File: src/logic/afr_pkg.sv
// Behaviour
// - frame is 256 oscillator ticks from 8-bit counter
// - below high-speed threshold is low-speed ramp mode
// - below rotation threshold the rotor counts stopped
// - low speed: duty rises only at ramp rate
// - two select pins pick one of four rates
// - high speed: analog demand sets duty directly
// - engine start uses ramp from fixed startup duty
// - low-speed ramp duty never below floor duty
// - above regulation maximum keep minimum duty
// - demand from sensed level against internal ramp
// - lamp on undervolt-high-speed, overvolt, stopped rotor
// - load dump forces gate and lamp off
// - key on runs; key off and stopped sleeps
// - lit lamp briefly polled off for key sensing
// - lamp lit delays acting on key-off
// - lamp short: retry lamp at short duty
// - field short: retry gate at short duty
// - wait start delay after key-on before regulating
// - standby holds frame, poll, ramp and duty logic in reset
package afr_pkg;

  localparam int CLK_HZ = 10_000_000;
  localparam int OSC_HZ = 101_000;
  localparam logic [6:0] OSC_DIV_LAST = 7'(CLK_HZ / OSC_HZ - 1);

  localparam int F1_HZ = 49;
  localparam int F2_HZ = 296;
  localparam logic [11:0] F1_TICKS = 12'(OSC_HZ / F1_HZ);
  localparam logic [11:0] F2_TICKS = 12'(OSC_HZ / F2_HZ);

  localparam int POLL_HZ_X10  = 986;
  localparam int POLL_ON_X100 = 156;
  localparam int POLL_TICKS_I = OSC_HZ * 10 / POLL_HZ_X10;
  localparam logic [9:0] POLL_LAST = 10'(POLL_TICKS_I - 1);
  localparam logic [9:0] POLL_WIN  = 10'((POLL_TICKS_I * POLL_ON_X100 + 9999) / 10000);

  localparam int KEY_OFF_HOLD_US = 10_200;
  localparam logic [10:0] KEY_OFF_HOLD_TICKS = 11'(OSC_HZ / 1000 * KEY_OFF_HOLD_US / 1000);

  localparam int IGN_START_MS = 500;
  localparam int IGN_START_TICKS_DEF = OSC_HZ / 1000 * IGN_START_MS;

  localparam int STARTUP_DUTY_X100 = 3125;
  localparam int MIN_DUTY_X100     = 310;
  localparam logic [7:0] STARTUP_DUTY = 8'((STARTUP_DUTY_X100 * 256 + 9999) / 10000);
  localparam logic [7:0] FLOOR_DUTY   = STARTUP_DUTY;
  localparam logic [7:0] MIN_DUTY     = 8'((MIN_DUTY_X100 * 256 + 9999) / 10000);

  localparam int RATE1_X100 = 931;
  localparam int RATE2_X100 = 1245;
  localparam int RATE3_X100 = 1871;
  localparam int RATE4_X100 = 3742;

  // frames per one-step duty increase for a rate in hundredths of %/s
  function automatic logic [4:0] frames_per_step(input int rate_x100);
    frames_per_step = 5'(OSC_HZ * 10000 / (65536 * rate_x100));
  endfunction : frames_per_step

  typedef enum logic [1:0] {
    ST_STANDBY = 2'b00,
    ST_WAKE    = 2'b01,
    ST_START   = 2'b10,
    ST_RUN     = 2'b11
  } afr_mode_t;

  typedef struct packed {
    logic       ign;
    logic       rotor;
    logic       rate_a;
    logic       rate_b;
    logic       under_v;
    logic       over_v;
    logic       above_max;
    logic       load_dump;
    logic       lamp_short;
    logic       field_short;
    logic [7:0] sense;
  } afr_pins_t;

  typedef struct packed {
    logic standby;
    logic waking;
    logic start_ramp;
    logic key_on;
    logic high_speed;
    logic rotor_stopped;
    logic ramp_active;
  } afr_status_t;

endpackage : afr_pkg

File: src/logic/afr_sync.sv
`timescale 1ns/1ps
module afr_sync #(
  parameter int WIDTH = 1
) (
  input  wire logic             clk,
  input  wire logic             reset_n,
  input  wire logic             ce,
  input  wire logic [WIDTH-1:0] din,
  output logic      [WIDTH-1:0] dout
);
  import afr_pkg::*;

  if (WIDTH < 1) begin : g_bad_width
    $error("afr_sync width must be at least one");
  end

  logic [WIDTH-1:0] s1_r;
  logic [WIDTH-1:0] s2_r;
  logic [WIDTH-1:0] s3_r;

  always_ff @(posedge clk or negedge reset_n) begin
    if (!reset_n) begin
      s1_r <= '0;
      s2_r <= '0;
      s3_r <= '0;
    end else if (ce) begin
      s1_r <= din;
      s2_r <= s1_r;
      s3_r <= s2_r;
    end
  end

  // a bit changes only once the last two stages agree
  for (genvar i = 0; i < WIDTH; i++) begin : g_bit
    always_ff @(posedge clk or negedge reset_n) begin
      if (!reset_n) begin
        dout[i] <= 1'b0;
      end else if (ce && (s2_r[i] == s3_r[i])) begin
        dout[i] <= s3_r[i];
      end
    end
  end

endmodule : afr_sync

File: src/logic/afr_ramp.sv
`timescale 1ns/1ps
module afr_ramp (
  input  wire logic       clk,
  input  wire logic       reset_n,
  input  wire logic       ce,
  input  wire logic       clr,
  input  wire logic       frame_end,
  input  wire logic [7:0] demand,
  input  wire logic [4:0] step_frames,
  output logic      [7:0] duty
);
  import afr_pkg::*;

  logic [4:0] step_cnt_r;
  logic       rising;
  logic       step_due;
  logic [7:0] follow;

  assign rising   = demand > duty;
  assign step_due = step_cnt_r >= 5'(step_frames - 5'h01);
  assign follow   = (demand < FLOOR_DUTY) ? FLOOR_DUTY : demand;

  always_ff @(posedge clk or negedge reset_n) begin
    if (!reset_n) begin
      duty       <= STARTUP_DUTY;
      step_cnt_r <= 5'h00;
    end else if (ce) begin
      if (clr) begin
        duty       <= STARTUP_DUTY;
        step_cnt_r <= 5'h00;
      end else if (frame_end && rising) begin
        if (step_due) begin
          duty       <= duty + 8'h01;
          step_cnt_r <= 5'h00;
        end else begin
          step_cnt_r <= step_cnt_r + 5'h01;
        end
      end else if (frame_end) begin
        duty       <= follow;
        step_cnt_r <= 5'h00;
      end
    end
  end

endmodule : afr_ramp

File: src/logic/afr_field_pwm.sv
`timescale 1ns/1ps
module afr_field_pwm #(
  parameter int IGN_START_TICKS = afr_pkg::IGN_START_TICKS_DEF
) (
  input  wire logic                CLK,
  input  wire logic                RESET_N,
  input  wire logic                CE,
  input  wire logic                IGN_SENSE,
  input  wire logic                ROTOR_PHASE,
  input  wire logic                RATE_SELECT_A,
  input  wire logic                RATE_SELECT_B,
  input  wire logic                UNDER_VOLTAGE,
  input  wire logic                OVER_VOLTAGE,
  input  wire logic                ABOVE_REG_MAX,
  input  wire logic                LOAD_DUMP,
  input  wire logic                LAMP_SHORT,
  input  wire logic                FIELD_SHORT,
  input  wire logic [7:0]          SENSE_LEVEL,
  output logic                     GATE_DRIVE,
  output logic                     LAMP_DRIVE,
  output logic      [7:0]          DUTY,
  output afr_pkg::afr_status_t     STATUS
);
  import afr_pkg::*;

  if (IGN_START_TICKS < 1 || IGN_START_TICKS > 1048575) begin : g_bad_start
    $error("IGN_START_TICKS must lie in 1..1048575");
  end

  localparam logic [19:0] WAKE_LAST = 20'(IGN_START_TICKS - 1);

  // pin capture
  afr_pins_t pins_raw;
  afr_pins_t pins;

  assign pins_raw.ign         = IGN_SENSE;
  assign pins_raw.rotor       = ROTOR_PHASE;
  assign pins_raw.rate_a      = RATE_SELECT_A;
  assign pins_raw.rate_b      = RATE_SELECT_B;
  assign pins_raw.under_v     = UNDER_VOLTAGE;
  assign pins_raw.over_v      = OVER_VOLTAGE;
  assign pins_raw.above_max   = ABOVE_REG_MAX;
  assign pins_raw.load_dump   = LOAD_DUMP;
  assign pins_raw.lamp_short  = LAMP_SHORT;
  assign pins_raw.field_short = FIELD_SHORT;
  assign pins_raw.sense       = SENSE_LEVEL;

  afr_sync #(
    .WIDTH ($bits(afr_pins_t))
  ) u_sync (
    .clk     (CLK),
    .reset_n (RESET_N),
    .ce      (CE),
    .din     (pins_raw),
    .dout    (pins)
  );

  // state
  afr_mode_t   state_r;
  afr_mode_t   state_nxt;
  logic [6:0]  osc_div_r;
  logic [7:0]  frame_cnt_r;
  logic [9:0]  poll_cnt_r;
  logic [11:0] period_cnt_r;
  logic        rotor_prev_r;
  logic        stopped_r;
  logic        high_r;
  logic        key_on_r;
  logic [10:0] hold_cnt_r;
  logic [19:0] wake_cnt_r;
  logic        lamp_req_r;
  logic [7:0]  duty_r;
  logic        gate_r;
  logic        lamp_r;

  // decode
  logic        osc_tick;
  logic        frame_end;
  logic        poll_end;
  logic        poll_win;
  logic        in_standby;
  logic        in_wake;
  logic        in_start;
  logic        rotor_rise;
  logic        period_over;
  logic        key_hold;
  logic        wake_done;
  logic        ramp_mode;
  logic        ramp_clr;
  logic        gate_allow;
  logic        gate_pwm;
  logic        lamp_req_nxt;
  logic        gate_nxt;
  logic        lamp_nxt;
  logic [1:0]  rate_sel;
  logic [4:0]  step_frames;
  logic [7:0]  demand;
  logic [7:0]  ramp_duty;
  logic [7:0]  limited;
  logic [7:0]  lrc_duty;
  logic [7:0]  base_duty;
  logic [7:0]  duty_nxt;

  assign osc_tick   = CE && (osc_div_r == OSC_DIV_LAST);
  assign frame_end  = osc_tick && (frame_cnt_r == 8'hFF);
  assign poll_end   = osc_tick && (poll_cnt_r == POLL_LAST);
  assign poll_win   = poll_cnt_r < POLL_WIN;
  assign in_standby = state_r == ST_STANDBY;
  assign in_wake    = state_r == ST_WAKE;
  assign in_start   = state_r == ST_START;

  assign rotor_rise  = pins.rotor && !rotor_prev_r;
  assign period_over = period_cnt_r > F1_TICKS;

  assign key_hold  = key_on_r && lamp_req_r && (hold_cnt_r < KEY_OFF_HOLD_TICKS);
  assign wake_done = osc_tick && (wake_cnt_r >= WAKE_LAST);

  // open select pin reads high
  assign rate_sel = {pins.rate_b, pins.rate_a};
  assign step_frames = (rate_sel == 2'b00) ? frames_per_step(RATE1_X100) :
                       (rate_sel == 2'b01) ? frames_per_step(RATE2_X100) :
                       (rate_sel == 2'b10) ? frames_per_step(RATE3_X100) :
                                             frames_per_step(RATE4_X100);

  // low sensed level asks for long on time
  assign demand = ~pins.sense;

  assign ramp_mode = in_start || !high_r;
  assign ramp_clr  = in_standby || in_wake;

  afr_ramp u_ramp (
    .clk         (CLK),
    .reset_n     (RESET_N),
    .ce          (CE),
    .clr         (ramp_clr),
    .frame_end   (frame_end),
    .demand      (demand),
    .step_frames (step_frames),
    .duty        (ramp_duty)
  );

  assign limited   = (demand < ramp_duty) ? demand : ramp_duty;
  assign lrc_duty  = (limited < FLOOR_DUTY) ? FLOOR_DUTY : limited;
  assign base_duty = ramp_mode ? lrc_duty : demand;
  assign duty_nxt  = !pins.above_max   ? base_duty :
                     (demand < MIN_DUTY) ? MIN_DUTY : demand;

  assign gate_allow = (state_r == ST_START) || (state_r == ST_RUN);
  assign gate_pwm   = frame_cnt_r < duty_r;

  assign lamp_req_nxt = (pins.under_v && high_r) || pins.over_v || stopped_r;

  assign gate_nxt = gate_allow && gate_pwm && !pins.load_dump
                    && (!pins.field_short || poll_win);
  assign lamp_nxt = lamp_req_r && !in_standby && !pins.load_dump
                    && (pins.lamp_short ? poll_win : !poll_win);

  // mode sequencing
  always_comb begin
    state_nxt = state_r;
    unique case (state_r)
      ST_STANDBY: begin
        if (key_on_r) begin
          state_nxt = ST_WAKE;
        end
      end
      ST_WAKE: begin
        if (wake_done) begin
          state_nxt = ST_START;
        end
      end
      ST_START: begin
        if (frame_end && (demand <= ramp_duty)) begin
          state_nxt = ST_RUN;
        end
      end
      ST_RUN: begin
        state_nxt = ST_RUN;
      end
    endcase
    if (!in_standby && !key_on_r && stopped_r) begin
      state_nxt = ST_STANDBY;
    end
  end

  always_ff @(posedge CLK or negedge RESET_N) begin
    if (!RESET_N) begin
      state_r <= ST_STANDBY;
    end else if (CE) begin
      state_r <= state_nxt;
    end
  end

  // oscillator tick and frame counter
  always_ff @(posedge CLK or negedge RESET_N) begin
    if (!RESET_N) begin
      osc_div_r   <= 7'h00;
      frame_cnt_r <= 8'h00;
    end else if (CE) begin
      osc_div_r <= (osc_div_r == OSC_DIV_LAST) ? 7'h00 : osc_div_r + 7'h01;
      if (in_standby) begin
        frame_cnt_r <= 8'h00;
      end else if (osc_tick) begin
        frame_cnt_r <= frame_cnt_r + 8'h01;
      end
    end
  end

  // lamp and fault polling timer
  always_ff @(posedge CLK or negedge RESET_N) begin
    if (!RESET_N) begin
      poll_cnt_r <= 10'h000;
    end else if (CE) begin
      if (in_standby || poll_end) begin
        poll_cnt_r <= 10'h000;
      end else if (osc_tick) begin
        poll_cnt_r <= poll_cnt_r + 10'h001;
      end
    end
  end

  // rotor period in oscillator ticks, kept alive in standby for sleep decisions
  always_ff @(posedge CLK or negedge RESET_N) begin
    if (!RESET_N) begin
      rotor_prev_r <= 1'b0;
      period_cnt_r <= 12'h000;
      stopped_r    <= 1'b1;
      high_r       <= 1'b0;
    end else if (CE) begin
      rotor_prev_r <= pins.rotor;
      if (rotor_rise) begin
        stopped_r    <= period_over;
        high_r       <= period_cnt_r < F2_TICKS;
        period_cnt_r <= 12'h000;
      end else begin
        if (period_over) begin
          stopped_r <= 1'b1;
          high_r    <= 1'b0;
        end
        if (osc_tick && !period_over) begin
          period_cnt_r <= period_cnt_r + 12'h001;
        end
      end
    end
  end

  // key sense with off-delay while the lamp is lit
  always_ff @(posedge CLK or negedge RESET_N) begin
    if (!RESET_N) begin
      key_on_r   <= 1'b0;
      hold_cnt_r <= 11'h000;
    end else if (CE) begin
      if (pins.ign) begin
        key_on_r   <= 1'b1;
        hold_cnt_r <= 11'h000;
      end else if (key_hold) begin
        hold_cnt_r <= osc_tick ? hold_cnt_r + 11'h001 : hold_cnt_r;
      end else begin
        key_on_r   <= 1'b0;
        hold_cnt_r <= 11'h000;
      end
    end
  end

  // start delay after key-on
  always_ff @(posedge CLK or negedge RESET_N) begin
    if (!RESET_N) begin
      wake_cnt_r <= 20'h00000;
    end else if (CE) begin
      if (!in_wake) begin
        wake_cnt_r <= 20'h00000;
      end else if (osc_tick && !wake_done) begin
        wake_cnt_r <= wake_cnt_r + 20'h00001;
      end
    end
  end

  // duty latched once per frame, outputs registered
  always_ff @(posedge CLK or negedge RESET_N) begin
    if (!RESET_N) begin
      duty_r     <= 8'h00;
      lamp_req_r <= 1'b0;
      gate_r     <= 1'b0;
      lamp_r     <= 1'b0;
    end else if (CE) begin
      if (in_standby) begin
        duty_r <= 8'h00;
      end else if (frame_end) begin
        duty_r <= duty_nxt;
      end
      lamp_req_r <= !in_standby && lamp_req_nxt;
      gate_r     <= gate_nxt;
      lamp_r     <= lamp_nxt;
    end
  end

  assign GATE_DRIVE = gate_r;
  assign LAMP_DRIVE = lamp_r;
  assign DUTY       = duty_r;

  assign STATUS.standby       = in_standby;
  assign STATUS.waking        = in_wake;
  assign STATUS.start_ramp    = in_start;
  assign STATUS.key_on        = key_on_r;
  assign STATUS.high_speed    = high_r;
  assign STATUS.rotor_stopped = stopped_r;
  assign STATUS.ramp_active   = ramp_mode && gate_allow;

endmodule : afr_field_pwm

File: config.mk
export PLATFORM = sky130hd
export DESIGN_NAME = afr_field_pwm
export DESIGN_NICKNAME = d
export VERILOG_FILES = /design/src/logic/afr_pkg.sv /design/src/logic/afr_sync.sv /design/src/logic/afr_ramp.sv /design/src/logic/afr_field_pwm.sv
export SDC_FILE = /design/constraint.sdc
export NUM_CORES = 1
export LEC_CHECK = 0
export ABC_AREA = 1
export BUFFER_PORTS_ARGS = -buffer_cell sky130_fd_sc_hd__buf_4
export CORE_ASPECT_RATIO = 1.25
export CORE_MARGIN = 2
export CORE_UTILIZATION = 40
export DETAILED_ROUTE_END_ITERATION = 8
export MAX_ROUTING_LAYER = met4
export PLACE_DENSITY = 0.57
export SETUP_SLACK_MARGIN = 0.3
export SLEW_MARGIN = 20
export SYNTH_ARGS = -nofsm -noshare
export SYNTH_HDL_FRONTEND = slang
export SYNTH_SLANG_ARGS = --single-unit
File: constraint.sdc
create_clock -name CLK -period 2.08 [get_ports CLK]
set_input_delay 0.312 -clock CLK [delete_from_list [all_inputs] [get_ports CLK]]
set_output_delay 0.312 -clock CLK [all_outputs]
set_load 0.05 [all_outputs]
### Yosys cells after proc, flatten, opt, wreduce, memory -nomap -nowiden

Cells that the tools add are included.

* bits in registers: 170
* input bits: 21
* output and inout port bits: 17
* word-level logic and storage cells: 212

* $add $sub $neg: 9
* magnitude comparators: 13
* equal/unequal tests: 33
* muxes and demuxes: 43
* bitwise logic cells: 1
* reduce and logical (&&, ||, !) cells: 75

Operator list (count)
* 8-bit two-way mux: 14
* 1-bit logical AND: 40
* 20-bit two-way mux: 2
* 11-bit two-way mux: 3
* 5-bit two-way mux: 5
* 12-bit two-way mux: 2
* 20-bit by 1-bit adder with 20-bit output, second input constant: 1
* 20-bit by 16-bit >= comparator with 1-bit output, second input constant: 1
* 10-bit two-way mux: 2
* 1-bit equality test: 18
* 2-bit AND reduction: 9
* 8-bit by 1-bit adder with 8-bit output, second input constant: 2
* 8-bit by 7-bit < comparator with 1-bit output, second input constant: 2
* 8-bit < comparator: 2
* 12-bit by 1-bit adder with 12-bit output, second input constant: 1
* 12-bit greater-than comparator, second input constant: 1
* 12-bit by 9-bit < comparator with 1-bit output, second input constant: 1
* 11-bit by 1-bit adder with 11-bit output, second input constant: 1
* 11-bit < comparator, second input constant: 1
* 10-bit by 1-bit adder with 10-bit output, second input constant: 1
* 10-bit equality test, second input constant: 1
* 10-bit by 5-bit < comparator with 1-bit output, second input constant: 1
* 2-bit nonzero test: 5
* 1-bit logical NOT: 9
* 25 further kinds: 49

### Longest topological paths before layout

* depth after elaboration: 9
* mapped depth: 17
* depth with buffers taken out: 17

### Cells and area by module

From an unflattened synthesis, not the netlist that was laid out.

* cells, all modules: 1311
* area, all modules: 10047.1 um^2

Modules (own cells, without submodules)
* afr_field_pwm: times used 1, cells an instance 740, area an instance 5561.6 um^2
* afr_sync: times used 1, cells an instance 376, area an instance 3169.3 um^2
* afr_ramp: times used 1, cells an instance 195, area an instance 1316.3 um^2

### Worst setup path before layout

OpenSTA, ideal clock, no wires.

* path type: reg-to-reg
* from: register u_ramp.duty[6]
* to: register u_ramp.duty[7]
* library setup time: 0.126 ns
* data arrival time: 2.011 ns
* setup slack: -0.058 ns
* stages on the path, launching flop included: 13
* period minus slack after synthesis: 2.138 ns
* path through: dfstp_2 > inv_1 > ha_1 > nand2_1 > nor2_1 > nand2_1 > nand2_1 > nand2_1 > nor2_8 > inv_2 > o21ai_4 > buf_6 > o21ai_0

* word-level cells in the longest chain between the ends: 4
* elaborated cells between the ends (all ways): 9

RTL lines
* start, declared: RTL line afr_ramp.sv:10 `output logic [7:0] duty`
* start signal, assigned: RTL line afr_ramp.sv:33 `duty <= duty + 8'h01;`
* start signal, assigned: RTL line afr_ramp.sv:39 `duty <= follow;`
* 8-bit greater-than comparator or 8-bit by 1-bit adder with 8-bit output (tied branches): RTL line afr_ramp.sv:19, afr_ramp.sv:33
* 1-bit logical AND or 8-bit two-way mux (tied branches): RTL line afr_ramp.sv:31, afr_ramp.sv:32
* 3-bit by 2-bit inequality test with 1-bit output (no source line) (tied with other cells)
* 3-bit AND reduction (no source line) or 8-bit two-way mux (tied branches)

Several ways; a longest one is shown, not always the timed one. The select of a mux whose other input is x is not followed.
A chain may end at the register's enable or synchronous reset.

### Final worst setup path

* from: register u_ramp.duty[4]
* to: register u_ramp.duty[5]

The elaborated chain is that of the path after synthesis.

==> metrics.csv <==
metric,value,unit
outcome,finished clean,
global routing usage summed across all routing layers,19.10,%
cells after synthesis,1143,
Detailed Route WL,22010,um
detailed router's first-iteration violation count,429,
Post-synth EDFFs,0,
vias in the first global route,7598,
CTS tree,yes,
maximum fanout count along the critical path,12,
DRT antenna net count,0,
MaxCap Viol Count,0,
setup repair after global routing missed its margin,yes,
DRC violation count after routing,0,
CTS Buf Count,17,
endpoints failing hold,0,
largest net degree at the start of global routing,80,
first-pass GRT wire length,36190,um
post-synthesis async set-or-reset flop share,100.0,%
data arrival at the endpoint of the critical path,2.33,ns
total core area,22130,um2
VDD IR max,0.6273,mV
total number of nets in the final design,1330,
Avg WL per Cell,13.97,um
final core area utilization,53.98,%
Routability Congestion,0.9010,
full die area,23690,um2
aggregate global routing overflow,0,
Highest Clock Rate,0.5048,GHz
P&R area growth vs syn,32.92,%
total number of vias,7949,
cell repeated most along the worst path,nand2_4,
Synth Area per Inst,7.864,um2
net count after synthesis,1193,
Die Wd,138.1,um
port bufs,37,
synthesis warning total,0,
worst clock skew on the final layout,0.01188,ns
worst slew pin tran,0.9101,ns
critical path start-end classification,reg -> reg,
Clock Root Buffer,clkbuf_16,
detailed placer's ending HPWL,14570,um
final antenna diode count,0,
minimum clock period,1.981,ns
critical path's slowest cell,dfstp_2,
relative max-transition margin,38.69,%
"Critical Path, Cell by Cell","inv_4, ha_4, nand2_4, nor2_4, nand2_4, nand2_8, nand2_4, nor2_8, inv_4, o21ai_4, buf_12, nand2_1, o21ai_1",
biggest cell delay along the critical path,0.56,ns
Synth Flop Type,dfrtp_1,
sequential element share of the synthesized area,47.37,%
launching element type of the critical path,flip-flop,
power density over cell area,1068,nW/um2
number of top-level pins,38,
Skew-Pair Late Insertion Delay,0.43,ns
initial core utilization,40.61,%
Hold Crit Class,in -> reg,
number of pins with negative max-slew slack in the final report,0,
share of the cycle needed by the critical path after routing,95.23,%
cell area after synthesis,8989,um2
number of iterations in the first detailed-routing pass,5,
count of unique library cells instantiated by Yosys,45,
CP Capture Type,flip-flop,
average via count per standard cell,5.047,
Final TNS setup,0,ns
number of antenna violations at the first check in global routing,0,
required time of the critical path,2.43,ns
number of levels the H-tree was split into,4,
placement-stage cell area,9933,um2
number of endpoints failing setup at the final stage,0,
LEAKAGE,5.605,nW
post-route design area,11950,um2
"commonest non-fill, non-tap cells in the layout","nand2_1, dfrtp_1, inv_1, buf_4, o21ai_0",
worst-case clock buffer depth,2,
clock slew seen by the registers of the worst setup and hold paths,0.07,ns
fraction of layout cells with a size suffix above 1,26.32,%
"commonest non-fill, non-tap cell in the layout",nand2_1,
Die Height,171.6,um
clock tree sinks,170,
row cnt,61,
number of synthesized register bits,170,
fill count,2054,
==> metal layers <==
layer	track usage [%]	routed length [um]	vias to the layer above
met2	32.59	11300	108
met1	23.45	9812	3796
met4	6.167	378	0
met3	2.979	512	32
li1	-	-	4013
met5	-	0	-
==> cells in the mapped netlist, types with 3 or more instances <==
library cell  count  area, um2
buf_1             3      11.26
o22ai_1           5      31.28
o21ai_1          15      75.07
buf_4             6      45.04
and3_1            3      18.77
inv_1           136      510.5
a221oi_1          4      35.03
dfrtp_1         167       4179
clkbuf_1         18      67.56
a21boi_0          3      22.52
nand3_1          72      360.4
xor2_1           29      254.0
o211ai_1          4      30.03
dfstp_2           3      78.83
nor2_1           95      356.6
o21ai_0         114      570.6
o31ai_1           7      52.55
nor3_1           23      115.1
nand3b_1          3      22.52
inv_2            12      45.04
buf_2             7      35.03
nor4_1            7      43.79
ha_1             29      362.9
a31oi_1           5      31.28
a21oi_1          46      230.2
xnor2_1           3      26.28
nand2_1         284       1066
nand4_1          20      125.1
==> final cells by class <==
type                       count  area (um2)  share of cell area (%)
multi-input combinational    790        4705                   39.38
inverter                     149       588.1                   4.922
timing repair buffer         151        1410                   11.80
clock buffer                  18       429.2                   3.592
tap                          283       354.1                   2.964
clock inverter                13       193.9                   1.623
timing repair inverter         1       7.507                 0.06283
sequential                   170        4260                   35.66
==> worst paths after layout <==
kind                                              from                           to  slack, ns  cells past startpoint
setup reg to reg            u_ramp.duty[4]$_DFFE_PN1P_   u_ramp.duty[5]$_DFFE_PN0P_        0.1                     13
max in group asynchronous                      RESET_N   u_ramp.duty[6]$_DFFE_PN1P_       1.01                      3
hold reg to reg            u_sync.s3_r[13]$_DFFE_PN0P_  u_sync.s3_r[13]$_DFFE_PN0P_       0.47                      2
setup / recovery            u_ramp.duty[4]$_DFFE_PN1P_   u_ramp.duty[5]$_DFFE_PN0P_        0.1                     13
hold / removal                           UNDER_VOLTAGE  u_sync.s1_r[13]$_DFFE_PN0P_       0.09                      3
min in group asynchronous                      RESET_N  u_sync.s1_r[14]$_DFFE_PN0P_       0.40                      2
==> what timing repair did <==
action / in CTS / in global routing
setup endpoints to repair: 69 / 84
gates cloned: 3 / 3
buffers inserted: 27 / 35
hold endpoints to repair: 42 / 0
pin swaps: 22 / 48
hold buffers: 1 / 0
resized for setup: 77 / 171
==> registers in the layout (all words and copies together) (netlist names) <==
register,flops
period_cnt_r,12
rotor_prev_r,1
key_on_r,1
LAMP_DRIVE,1
stopped_r,1
u_sync.dout,18
u_sync.s3_r,18
wake_cnt_r,20
high_r,1
hold_cnt_r,11
frame_cnt_r,8
u_ramp.step_cnt_r,5
u_sync.s1_r,18
state_r,2
u_ramp.duty,8
osc_div_r,7
DUTY,8
u_sync.s2_r,18
poll_cnt_r,10
GATE_DRIVE,1
lamp_req_r,1
==> stage by stage <==
step	worst slack (ns)	total power, mW	hold WS, ns	instances
5_1_grt	-0.02574	13.59	0.09393	1575
3_5_place_dp	0.002466	7.716	0.2925	1475
2_1_floorplan	0.09084	6.628	0.01641	1143
6_report	0.09918	12.76	0.09027	1575
4_1_cts	0.1191	11.76	0.07081	1537
3_3_place_gp	0.006534	7.674	0.2907	1475
==> logic make-up (layout without fill, tap and decap cells) <==
family | count (synthesis) | count (layout) | synth area share (%)
AO/OA/AOI/OAI | 211 | 211 | 12.85
XOR/XNOR | 32 | 32 | 3.118
adder cells (fa/ha/maj) | 29 | 29 | 4.037
buffers and inverters | 184 | 332 | 8.115
flip-flops | 170 | 170 | 47.37
other | 1 | 1 | 0.04172
AND/OR/NAND/NOR | 516 | 517 | 24.47
==> report_power, final <==
group	total, mW	switching (mW)	leakage [nW]	internal (mW)
Sequential	4.26	0.436	2.22	3.83
Clock	3.37	1.35	0.306	2.02
Combinational	5.13	2.89	3.08	2.24
Total	12.8	4.68	5.61	8.08
==> critical path: cells and delay by family, from the launching register on <==
| family | cells | cell delay, ns |
|---|---|---|
| AOI/OAI and AO/OA | 2 | 0.23 |
| adders and majority gates | 1 | 0.26 |
| buffers and inverters | 3 | 0.25 |
| DFF | 1 | 0.56 |
| and+or+nand+nor | 7 | 0.60 |
Note: power is estimated with default switching activity, not from simulation.
